**config.mk**
```make
export PLATFORM = sky130hd
export DESIGN_NAME = banked_cpu_register_file
export DESIGN_NICKNAME = d
export VERILOG_FILES = /design/src/logic/rf_pkg.sv /design/src/logic/gpr_array.sv /design/src/logic/banked_cpu_register_file.sv
export SDC_FILE = /design/constraint.sdc
export NUM_CORES = 1
export LEC_CHECK = 0
export BUFFER_PORTS_ARGS = -buffer_cell sky130_fd_sc_hd__buf_2
export CORE_MARGIN = 2
export CORE_UTILIZATION = 45
export DETAILED_ROUTE_END_ITERATION = 12
export MAX_ROUTING_LAYER = met4
export SETUP_SLACK_MARGIN = 0.1
export SYNTH_ARGS = -nofsm -noshare
export SYNTH_HDL_FRONTEND = slang
export SYNTH_SLANG_ARGS = --single-unit
```
**constraint.sdc**
```tcl
create_clock -name hclk -period 14.75 [get_ports hclk]
set_clock_uncertainty 0.1 [all_clocks]
set_input_delay 0.7375 -clock hclk [delete_from_list [all_inputs] [get_ports hclk]]
set_output_delay 0.7375 -clock hclk [all_outputs]
set_load 0.01 [all_outputs]
```
**src/logic/rf_pkg.sv**
```systemverilog
// What this block does
// - Exactly two processor modes, user and privileged, decide which registers are reachable.
// - Runs in user mode normally; an exception or accepted interrupt enters privileged mode.
// - Sixteen general registers, R0 to R15, are visible in either mode.
// - R0 to R7 exist twice, bank 0 and bank 1; R8 to R15 once.
// - Privileged with bank select 1: R0-R7 are bank 1; bank 0 only via control access.
// - Privileged with bank select 0: R0-R7 are bank 0; bank 1 only via control access.
// - User mode: R0-R15 are bank 0 plus R8-R15; bank 1 never reachable.
// - Global base pointer and status word in both modes; saved and vector registers privileged only.
// - Status word bits such as bank select change only in privileged mode.
// - Multiply-accumulate pair, link register and program counter are never gated by mode.
// - The privilege mode bit of the status word selects the mode and the visibility.
// - Reset status word: mode, bank select, block bits 1, mask all ones, reserved zero.
// - Reset loads the program counter start address and clears the vector base pointer.
`default_nettype none

package rf_pkg;

  // ----------------------------------------------------------------
  // Register map (byte offsets inside the slave window)
  // ----------------------------------------------------------------
  localparam logic [7:0] OFF_GEN    = 8'h00;  // R0..R15, current view
  localparam logic [7:0] OFF_BANK0  = 8'h40;  // Bank 0 direct (control access)
  localparam logic [7:0] OFF_BANK1  = 8'h60;  // Bank 1 direct (control access)
  localparam logic [7:0] OFF_STATUS = 8'h80;
  localparam logic [7:0] OFF_GBP    = 8'h84;
  localparam logic [7:0] OFF_SSW    = 8'h88;
  localparam logic [7:0] OFF_SPC    = 8'h8c;
  localparam logic [7:0] OFF_VBP    = 8'h90;
  localparam logic [7:0] OFF_MULTIPLY_ACCUM_HIGH   = 8'h94;
  localparam logic [7:0] OFF_MULTIPLY_ACCUM_LOW   = 8'h98;
  localparam logic [7:0] OFF_LINK   = 8'h9c;
  localparam logic [7:0] OFF_PC     = 8'ha0;
  localparam logic [7:0] OFF_ACCESS = 8'ha4;  // Bit 0: sticky refused-access flag

  // ----------------------------------------------------------------
  // Status word fields
  // ----------------------------------------------------------------
  localparam int unsigned MD_BIT = 30;
  localparam int unsigned RB_BIT = 29;
  localparam int unsigned BL_BIT = 28;
  localparam logic [31:0] PRIV_ONLY_MASK = 32'h700000f0;  // Mode, bank, block, mask level
  localparam logic [31:0] USER_MASK      = 32'h00000303;  // Arithmetic flags
  localparam logic [31:0] PRIV_MASK      = 32'h700003f3;

  // ----------------------------------------------------------------
  // Values after reset
  // ----------------------------------------------------------------
  localparam logic [31:0] STATUS_RST = 32'h700000f0;
  localparam logic [31:0] PC_RST     = 32'h0a000000;
  localparam logic [31:0] VBP_RST    = 32'h00000000;
  localparam logic [31:0] ZERO_RST   = 32'h00000000;

  // ----------------------------------------------------------------
  // Carriers
  // ----------------------------------------------------------------
  typedef struct packed {
    logic        valid;          // One-cycle exception or accepted interrupt
    logic [31:0] vector_offset;  // Added to the vector base pointer
  } exc_req_s;

  typedef struct packed {
    logic priv;   // Privilege mode bit
    logic bank;   // Bank select bit
    logic block;  // Exception block bit
  } mode_status_s;

endpackage : rf_pkg

`default_nettype wire

```
**src/logic/gpr_array.sv**
```systemverilog
`default_nettype none

// ------------------------------------------------------------------
// General register storage: bank 0, bank 1, then the unbanked copies
// ------------------------------------------------------------------
module gpr_array #(
  parameter int unsigned WIDTH = 32,
  parameter int unsigned DEPTH = 24,
  parameter int unsigned AW    = 5
) (
  // Clock
  input  wire logic             hclk,
  // Write port
  input  wire logic             we,
  input  wire logic [AW-1:0]    waddr,
  input  wire logic [WIDTH-1:0] wdata,
  // Read port
  input  wire logic [AW-1:0]    raddr,
  output logic      [WIDTH-1:0] rdata
);

  // Slots are addressed directly; a short index would alias banks
  if (DEPTH > (1 << AW) || DEPTH < 24) begin : g_bad_depth
    $error("gpr_array: DEPTH must be at least 24 and fit in AW bits");
  end

  logic [WIDTH-1:0] mem [DEPTH];

  // No reset: general registers come up undefined, which saves area
  always_ff @(posedge hclk) begin
    if (we) begin
      mem[waddr] <= wdata;
    end
  end

  // Combinational read, captured by the caller's data flop
  assign rdata = mem[raddr];

endmodule : gpr_array

`default_nettype wire

```
**src/logic/banked_cpu_register_file.sv**
```systemverilog
// Design decisions made here: the register addresses and the AHB-Lite register port.
`default_nettype none

module banked_cpu_register_file (
  // Clock and reset
  input  wire logic                 hclk,
  input  wire logic                 hresetn,
  // AHB-Lite slave
  input  wire logic                 hsel,
  input  wire logic [31:0]          haddr,
  input  wire logic [1:0]           htrans,
  input  wire logic                 hwrite,
  input  wire logic [2:0]           hsize,
  input  wire logic [31:0]          hwdata,
  input  wire logic                 hready,
  output logic                      hreadyout,
  output logic                      hresp,
  output logic      [31:0]          hrdata,
  // Core side
  input  wire rf_pkg::exc_req_s     exc_req,
  output rf_pkg::mode_status_s      mode_status
);

  // ----------------------------------------------------------------
  // Address phase capture
  // ----------------------------------------------------------------
  logic        wr_q;
  logic        rd_pend_q;
  logic        map_q;
  logic [5:0]  aidx_q;
  logic        accept;
  logic        word_ok;

  // Only whole-word writes take effect; other write sizes are ignored, reads are served at any size
  assign word_ok = (hsize == 3'b010);
  assign accept  = hsel && htrans[1] && hready;

  // Reads take one wait state so a read right after a write sees it
  always_ff @(posedge hclk or negedge hresetn) begin
    if (!hresetn) begin
      wr_q      <= 1'b0;
      rd_pend_q <= 1'b0;
      map_q     <= 1'b0;
      aidx_q    <= 6'h00;
    end else begin
      wr_q      <= accept && hwrite && word_ok;
      rd_pend_q <= accept && !hwrite;
      if (accept) begin
        map_q  <= (haddr[31:8] == 24'h000000) && (haddr[7:0] <= rf_pkg::OFF_ACCESS);
        aidx_q <= haddr[7:2];
      end
    end
  end

  assign hreadyout = !rd_pend_q;
  assign hresp     = 1'b0;

  // ----------------------------------------------------------------
  // Registers
  // ----------------------------------------------------------------
  logic [31:0] sr_q;
  logic [31:0] gbp_q;
  logic [31:0] ssw_q;
  logic [31:0] spc_q;
  logic [31:0] vbp_q;
  logic [31:0] multiply_accum_high_q;
  logic [31:0] multiply_accum_low_q;
  logic [31:0] link_q;
  logic [31:0] pc_q;
  logic        denied_q;
  logic [31:0] hrdata_q;

  wire md = sr_q[rf_pkg::MD_BIT];
  wire rb = sr_q[rf_pkg::RB_BIT];

  // ----------------------------------------------------------------
  // Decode
  // ----------------------------------------------------------------
  // Slot 0-7 bank 0, 8-15 bank 1, 16-23 unbanked R8-R15
  function automatic logic [4:0] slot_of(input logic [5:0] idx,
                                         input logic       priv,
                                         input logic       bsel);
    if (idx[5:4] == 2'b01) begin
      slot_of = {1'b0, idx[3], idx[2:0]};            // Direct bank access
    end else if (idx[3]) begin
      slot_of = {2'b10, idx[2:0]};
    end else if (priv && bsel) begin
      slot_of = {2'b01, idx[2:0]};
    end else begin
      slot_of = {2'b00, idx[2:0]};
    end
  endfunction

  logic [4:0]  slot;
  logic        gen_hit;
  logic        bk_hit;
  logic        sr_hit;
  logic        gbp_hit;
  logic        ssw_hit;
  logic        spc_hit;
  logic        vbp_hit;
  logic        multiply_accum_high_hit;
  logic        multiply_accum_low_hit;
  logic        link_hit;
  logic        pc_hit;
  logic        acc_hit;
  logic        denied;
  logic        wr_en;
  logic [31:0] gpr_rdata;

  // Register hits from the latched word index
  assign slot     = slot_of(aidx_q, md, rb);
  assign gen_hit  = map_q && (aidx_q[5:4] == 2'b00);
  assign bk_hit   = map_q && (aidx_q[5:4] == 2'b01);
  assign sr_hit   = map_q && (aidx_q == rf_pkg::OFF_STATUS[7:2]);
  assign gbp_hit  = map_q && (aidx_q == rf_pkg::OFF_GBP[7:2]);
  assign ssw_hit  = map_q && (aidx_q == rf_pkg::OFF_SSW[7:2]);
  assign spc_hit  = map_q && (aidx_q == rf_pkg::OFF_SPC[7:2]);
  assign vbp_hit  = map_q && (aidx_q == rf_pkg::OFF_VBP[7:2]);
  assign multiply_accum_high_hit = map_q && (aidx_q == rf_pkg::OFF_MULTIPLY_ACCUM_HIGH[7:2]);
  assign multiply_accum_low_hit = map_q && (aidx_q == rf_pkg::OFF_MULTIPLY_ACCUM_LOW[7:2]);
  assign link_hit = map_q && (aidx_q == rf_pkg::OFF_LINK[7:2]);
  assign pc_hit   = map_q && (aidx_q == rf_pkg::OFF_PC[7:2]);
  assign acc_hit  = map_q && (aidx_q == rf_pkg::OFF_ACCESS[7:2]);

  // User mode may not touch either bank directly nor the saved and vector registers
  assign denied = !md && (bk_hit || ssw_hit || spc_hit || vbp_hit);
  assign wr_en  = wr_q && !denied;

  gpr_array #(
    .WIDTH (32),
    .DEPTH (24),
    .AW    (5)
  ) u_gpr (
    .hclk  (hclk),
    .we    (wr_en && (gen_hit || bk_hit)),
    .waddr (slot),
    .wdata (hwdata),
    .raddr (slot),
    .rdata (gpr_rdata)
  );

  // ----------------------------------------------------------------
  // Status word and exception entry
  // ----------------------------------------------------------------
  logic [31:0] sr_wmask;
  logic [31:0] sr_wval;

  // User writes reach the arithmetic flags only
  assign sr_wmask = md ? rf_pkg::PRIV_MASK : rf_pkg::USER_MASK;
  assign sr_wval  = (sr_q & ~sr_wmask) | (hwdata & sr_wmask);

  // Exception entry wins over a bus write in the same cycle
  always_ff @(posedge hclk or negedge hresetn) begin
    if (!hresetn) begin
      sr_q <= rf_pkg::STATUS_RST;
    end else if (exc_req.valid) begin
      sr_q <= sr_q | (32'h00000001 << rf_pkg::MD_BIT) | (32'h00000001 << rf_pkg::RB_BIT)
                   | (32'h00000001 << rf_pkg::BL_BIT);
    end else if (wr_en && sr_hit) begin
      sr_q <= sr_wval;
    end
  end

  // Saved copies are taken on entry; the bus may rewrite them when privileged
  always_ff @(posedge hclk or negedge hresetn) begin
    if (!hresetn) begin
      ssw_q <= rf_pkg::ZERO_RST;
      spc_q <= rf_pkg::ZERO_RST;
    end else if (exc_req.valid) begin
      ssw_q <= sr_q;
      spc_q <= pc_q;
    end else begin
      if (wr_en && ssw_hit) ssw_q <= hwdata;
      if (wr_en && spc_hit) spc_q <= hwdata;
    end
  end

  // Program counter jumps to the vector on entry
  always_ff @(posedge hclk or negedge hresetn) begin
    if (!hresetn) begin
      pc_q <= rf_pkg::PC_RST;
    end else if (exc_req.valid) begin
      pc_q <= vbp_q + exc_req.vector_offset;
    end else if (wr_en && pc_hit) begin
      pc_q <= hwdata;
    end
  end

  // Vector base pointer, privileged only
  always_ff @(posedge hclk or negedge hresetn) begin
    if (!hresetn) begin
      vbp_q <= rf_pkg::VBP_RST;
    end else if (wr_en && vbp_hit) begin
      vbp_q <= hwdata;
    end
  end

  // Mode-independent registers; the gbp has a defined reset for safety
  always_ff @(posedge hclk or negedge hresetn) begin
    if (!hresetn) begin
      gbp_q  <= rf_pkg::ZERO_RST;
      multiply_accum_high_q <= rf_pkg::ZERO_RST;
      multiply_accum_low_q <= rf_pkg::ZERO_RST;
      link_q <= rf_pkg::ZERO_RST;
    end else begin
      if (wr_en && gbp_hit)  gbp_q  <= hwdata;
      if (wr_en && multiply_accum_high_hit) multiply_accum_high_q <= hwdata;
      if (wr_en && multiply_accum_low_hit) multiply_accum_low_q <= hwdata;
      if (wr_en && link_hit) link_q <= hwdata;
    end
  end

  // ----------------------------------------------------------------
  // Refused-access flag
  // ----------------------------------------------------------------
  logic deny_evt;
  logic deny_clr;

  assign deny_evt = (wr_q || rd_pend_q) && denied;
  assign deny_clr = wr_q && acc_hit && hwdata[0];

  // A refusal in the clearing cycle is kept: set wins
  always_ff @(posedge hclk or negedge hresetn) begin
    if (!hresetn) begin
      denied_q <= 1'b0;
    end else begin
      denied_q <= deny_evt || (denied_q && !deny_clr);
    end
  end

  // ----------------------------------------------------------------
  // Read data
  // ----------------------------------------------------------------
  logic [31:0] rd_val;

  // Refused and unmapped reads return zero
  assign rd_val = denied                    ? 32'h00000000 :
                  (gen_hit || bk_hit)       ? gpr_rdata    :
                  sr_hit                    ? sr_q         :
                  gbp_hit                   ? gbp_q        :
                  ssw_hit                   ? ssw_q        :
                  spc_hit                   ? spc_q        :
                  vbp_hit                   ? vbp_q        :
                  multiply_accum_high_hit                  ? multiply_accum_high_q       :
                  multiply_accum_low_hit                  ? multiply_accum_low_q       :
                  link_hit                  ? link_q       :
                  pc_hit                    ? pc_q         :
                  acc_hit                   ? {31'h00000000, denied_q} :
                                              32'h00000000;

  // Captured in the wait cycle so the value is stable in the ready cycle
  always_ff @(posedge hclk or negedge hresetn) begin
    if (!hresetn) begin
      hrdata_q <= 32'h00000000;
    end else if (rd_pend_q) begin
      hrdata_q <= rd_val;
    end
  end

  assign hrdata            = hrdata_q;
  assign mode_status.priv  = sr_q[rf_pkg::MD_BIT];
  assign mode_status.bank  = sr_q[rf_pkg::RB_BIT];
  assign mode_status.block = sr_q[rf_pkg::BL_BIT];
endmodule : banked_cpu_register_file

`default_nettype wire

```
==> reports/qor.csv <==
metric;value;unit
status;finished clean;
cts.clk_slew.worst_paths;0.07;ns
startpoint_type;flip-flop;
syn-num-nets;2818;
critPathKind;reg -> reg;
setup_viol;0;
ys_top_cells_by_area;edfxtp_1 51%, dfrtp_1 17%, mux4_2 9.7%;
reg2reg_depth;5;
cts_made_buffers;110;
yosys-top-cells-count;768 x edfxtp_1, 300 x dfrtp_1, 193 x mux4_2, 183 x nand2_1, 182 x mux2_2;
hpwl;70.4;mm
ys_async_sr_fraction;0.287;
vias;25596;
critPathCaptureType;flip-flop;
clock_latency;0.68;ns
synth_edf_count;768;
yosysTopAreaCell;edfxtp_1;
ant_nets;0;
maxSlewHeadroom;0.154;
synth.avg_cell_area;16.8;um2
power.density;137;mW/mm2
place_ws;9.59;ns
synth.yosys.seq_area_share;0.685;
drc;0;
synth.distinct_cells;78;
cp.arrival;5.27;ns
wire_per_inst;28.2;um
ys_ff_latch;1077;
cap_violations;0;
max_freq;198;MHz
syn_to_final_growth;13.2;%
cts_tree;built;
place.gp.congestion;0.844;
yosysMostFrequentCell;edfxtp_1;
fin_crit;5.06;ns
nFillCells;7977;
antenna_found_initial;5;
synth_ff_type;edfxtp_1;
grt_max_degree;179;
layout-drive-gt1-share;0.279;
ff_latch_area;0.0308;mm2
fin_area;0.0509;mm2
io_pins;144;
dieWidth;320;um
routed_wl;119;mm
start_util;0.456;
required;14.97;ns
setup_slack;9.69;ns
syn-cell-area;0.0450;mm2
drt_first_pass_iters;6;
cts.sinks;1077;
synthCells;2679;
drt_iter0_drc;2829;
setup-tns-final;0;ns
hp-class;in -> async;
hold_viol;0;
die_area;0.102;mm2
overflow;0;
multi_input_area;0.0134;mm2
grt_use_total;0.239;
clock_path_buffers;3;
post_cts_buffers;0;
root_buffer;clkbuf_16;
synth_top_area_share;0.513;
post_cts_resized;0;
die_h;320;um
viasPerCell;6.08;
yosys_warnings;0;
tightestPinTransition;1.27;ns
cts_hold_buffers;0;
portBuffers;141;
drv_slew;0;
grt_pass1_wl;175;mm
critPathMaxFanout;114;
fin_crit_sh;0.343;
p_leak;18.4;nW
core;0.0987;mm2
rsz0062_at_grt;false;
dpl-instance-area;0.0472;mm2
num_rows;115;
layout.nets;2965;
grt_pass1_vias;26234;
ir_worst_vdd;0.0883;mV
p_total;0.00698;W
h-tree-depth;3;
fin_util;0.516;
## kinds of logic (layout without fill, tap and decap cells)
kind of cell | Yosys count | after routing | synth area share
DFF | 1077 | 1077 | 0.685
muxes | 506 | 506 | 0.172
AOI/OAI and AO/OA | 469 | 469 | 0.0693
and+or+nand+nor | 380 | 380 | 0.0395
buffers and inverters | 188 | 430 | 0.0202
adders and majority gates | 32 | 32 | 0.00907
xor gates and xnor gates | 26 | 26 | 0.00506
other | 1 | 3 | 0.0000834
## per-stage QoR
| step | std cells | hold WS, ns |
|---|---|---|
| 6_report | 4210 | 0.102 |
| 3_5_place_dp | 4001 | 0.368 |
| 4_1_cts | 4208 | 0.0901 |
| 3_3_place_gp | 4001 | 0.366 |
| 5_1_grt | 4210 | 0.111 |
| 2_1_floorplan | 2679 | 0.342 |
## layer usage
layer	global-route usage	routed length [um]	vias to the layer above
met4	0.0540	2350	0
li1	-	-	10936
met3	0.0369	7720	162
met5	-	0	-
met2	0.375	56800	963
met1	0.332	51900	13535
## placed cells by master, fill, tap and decap left out, drive strengths merged, types with 22 or more instances in the layout
cell type	netlist	routed
a211oi	22	22
a21oi	101	101
a221o	26	26
a22oi	77	77
buf	74	209
clkbuf	100	142
clkinv	0	44
dfrtp	300	300
edfxtp	768	768
ha	31	31
mux2	191	191
mux2i	122	122
mux4	193	193
nand2	190	190
nand3	56	56
nor2	45	45
nor2b	25	25
o21ai	123	123
## state kept, by name, indices dropped and copies added (netlist names), named ones only
name                   cells
aidx_q                     6
hrdata                    32
multiply_accum_low_q      32
link_q                    32
multiply_accum_high_q     32
vbp_q                     32
map_q                      1
gbp_q                     32
u_gpr.mem                768
spc_q                     32
denied_q                   1
pc_q                      32
wr_q                       1
sr_q                       7
rd_pend_q                  1
ssw_q                     32
## worst paths after layout
kind,start,endpoint,slack (ns)
min reg2reg,hrdata[8],hrdata[8],0.39
max in group asynchronous,hresetn,aidx_q[2],12.72
min,hresetn,hrdata[13],0.10
max reg2reg,aidx_q[1],u_gpr.mem[22][28],9.69
min in group hclk,hwrite,rd_pend_q,0.13
max,aidx_q[1],u_gpr.mem[22][28],9.69
## where the power goes
part           switching, W  leakage [nW]  total (W)  internal [W]
Combinational      0.000425          5.87   0.000752      0.000327
Clock               0.00116          1.83    0.00285       0.00170
Sequential        0.0000674          10.7    0.00338       0.00331
Total               0.00165          18.4    0.00698       0.00533
## area by class of cell
type | instances | area share
clock buffers | 142 | 0.0590
multi-input cells | 1414 | 0.264
flip-flops and latches | 1077 | 0.605
well taps | 1287 | 0.0316
diodes | 2 | 0.0000983
inverters | 14 | 0.00103
clock inverters | 65 | 0.0139
repair buffers | 209 | 0.0246
## worst max-delay path, stage by stage (launching register included)
cell and delay (ns):
dfrtp_4 0.84, buf_12 0.55, buf_4 0.74, nand3b_1 0.74
nor2_4 0.88, buf_4 0.47
No activity file was read; power rests on OpenSTA's default activity.
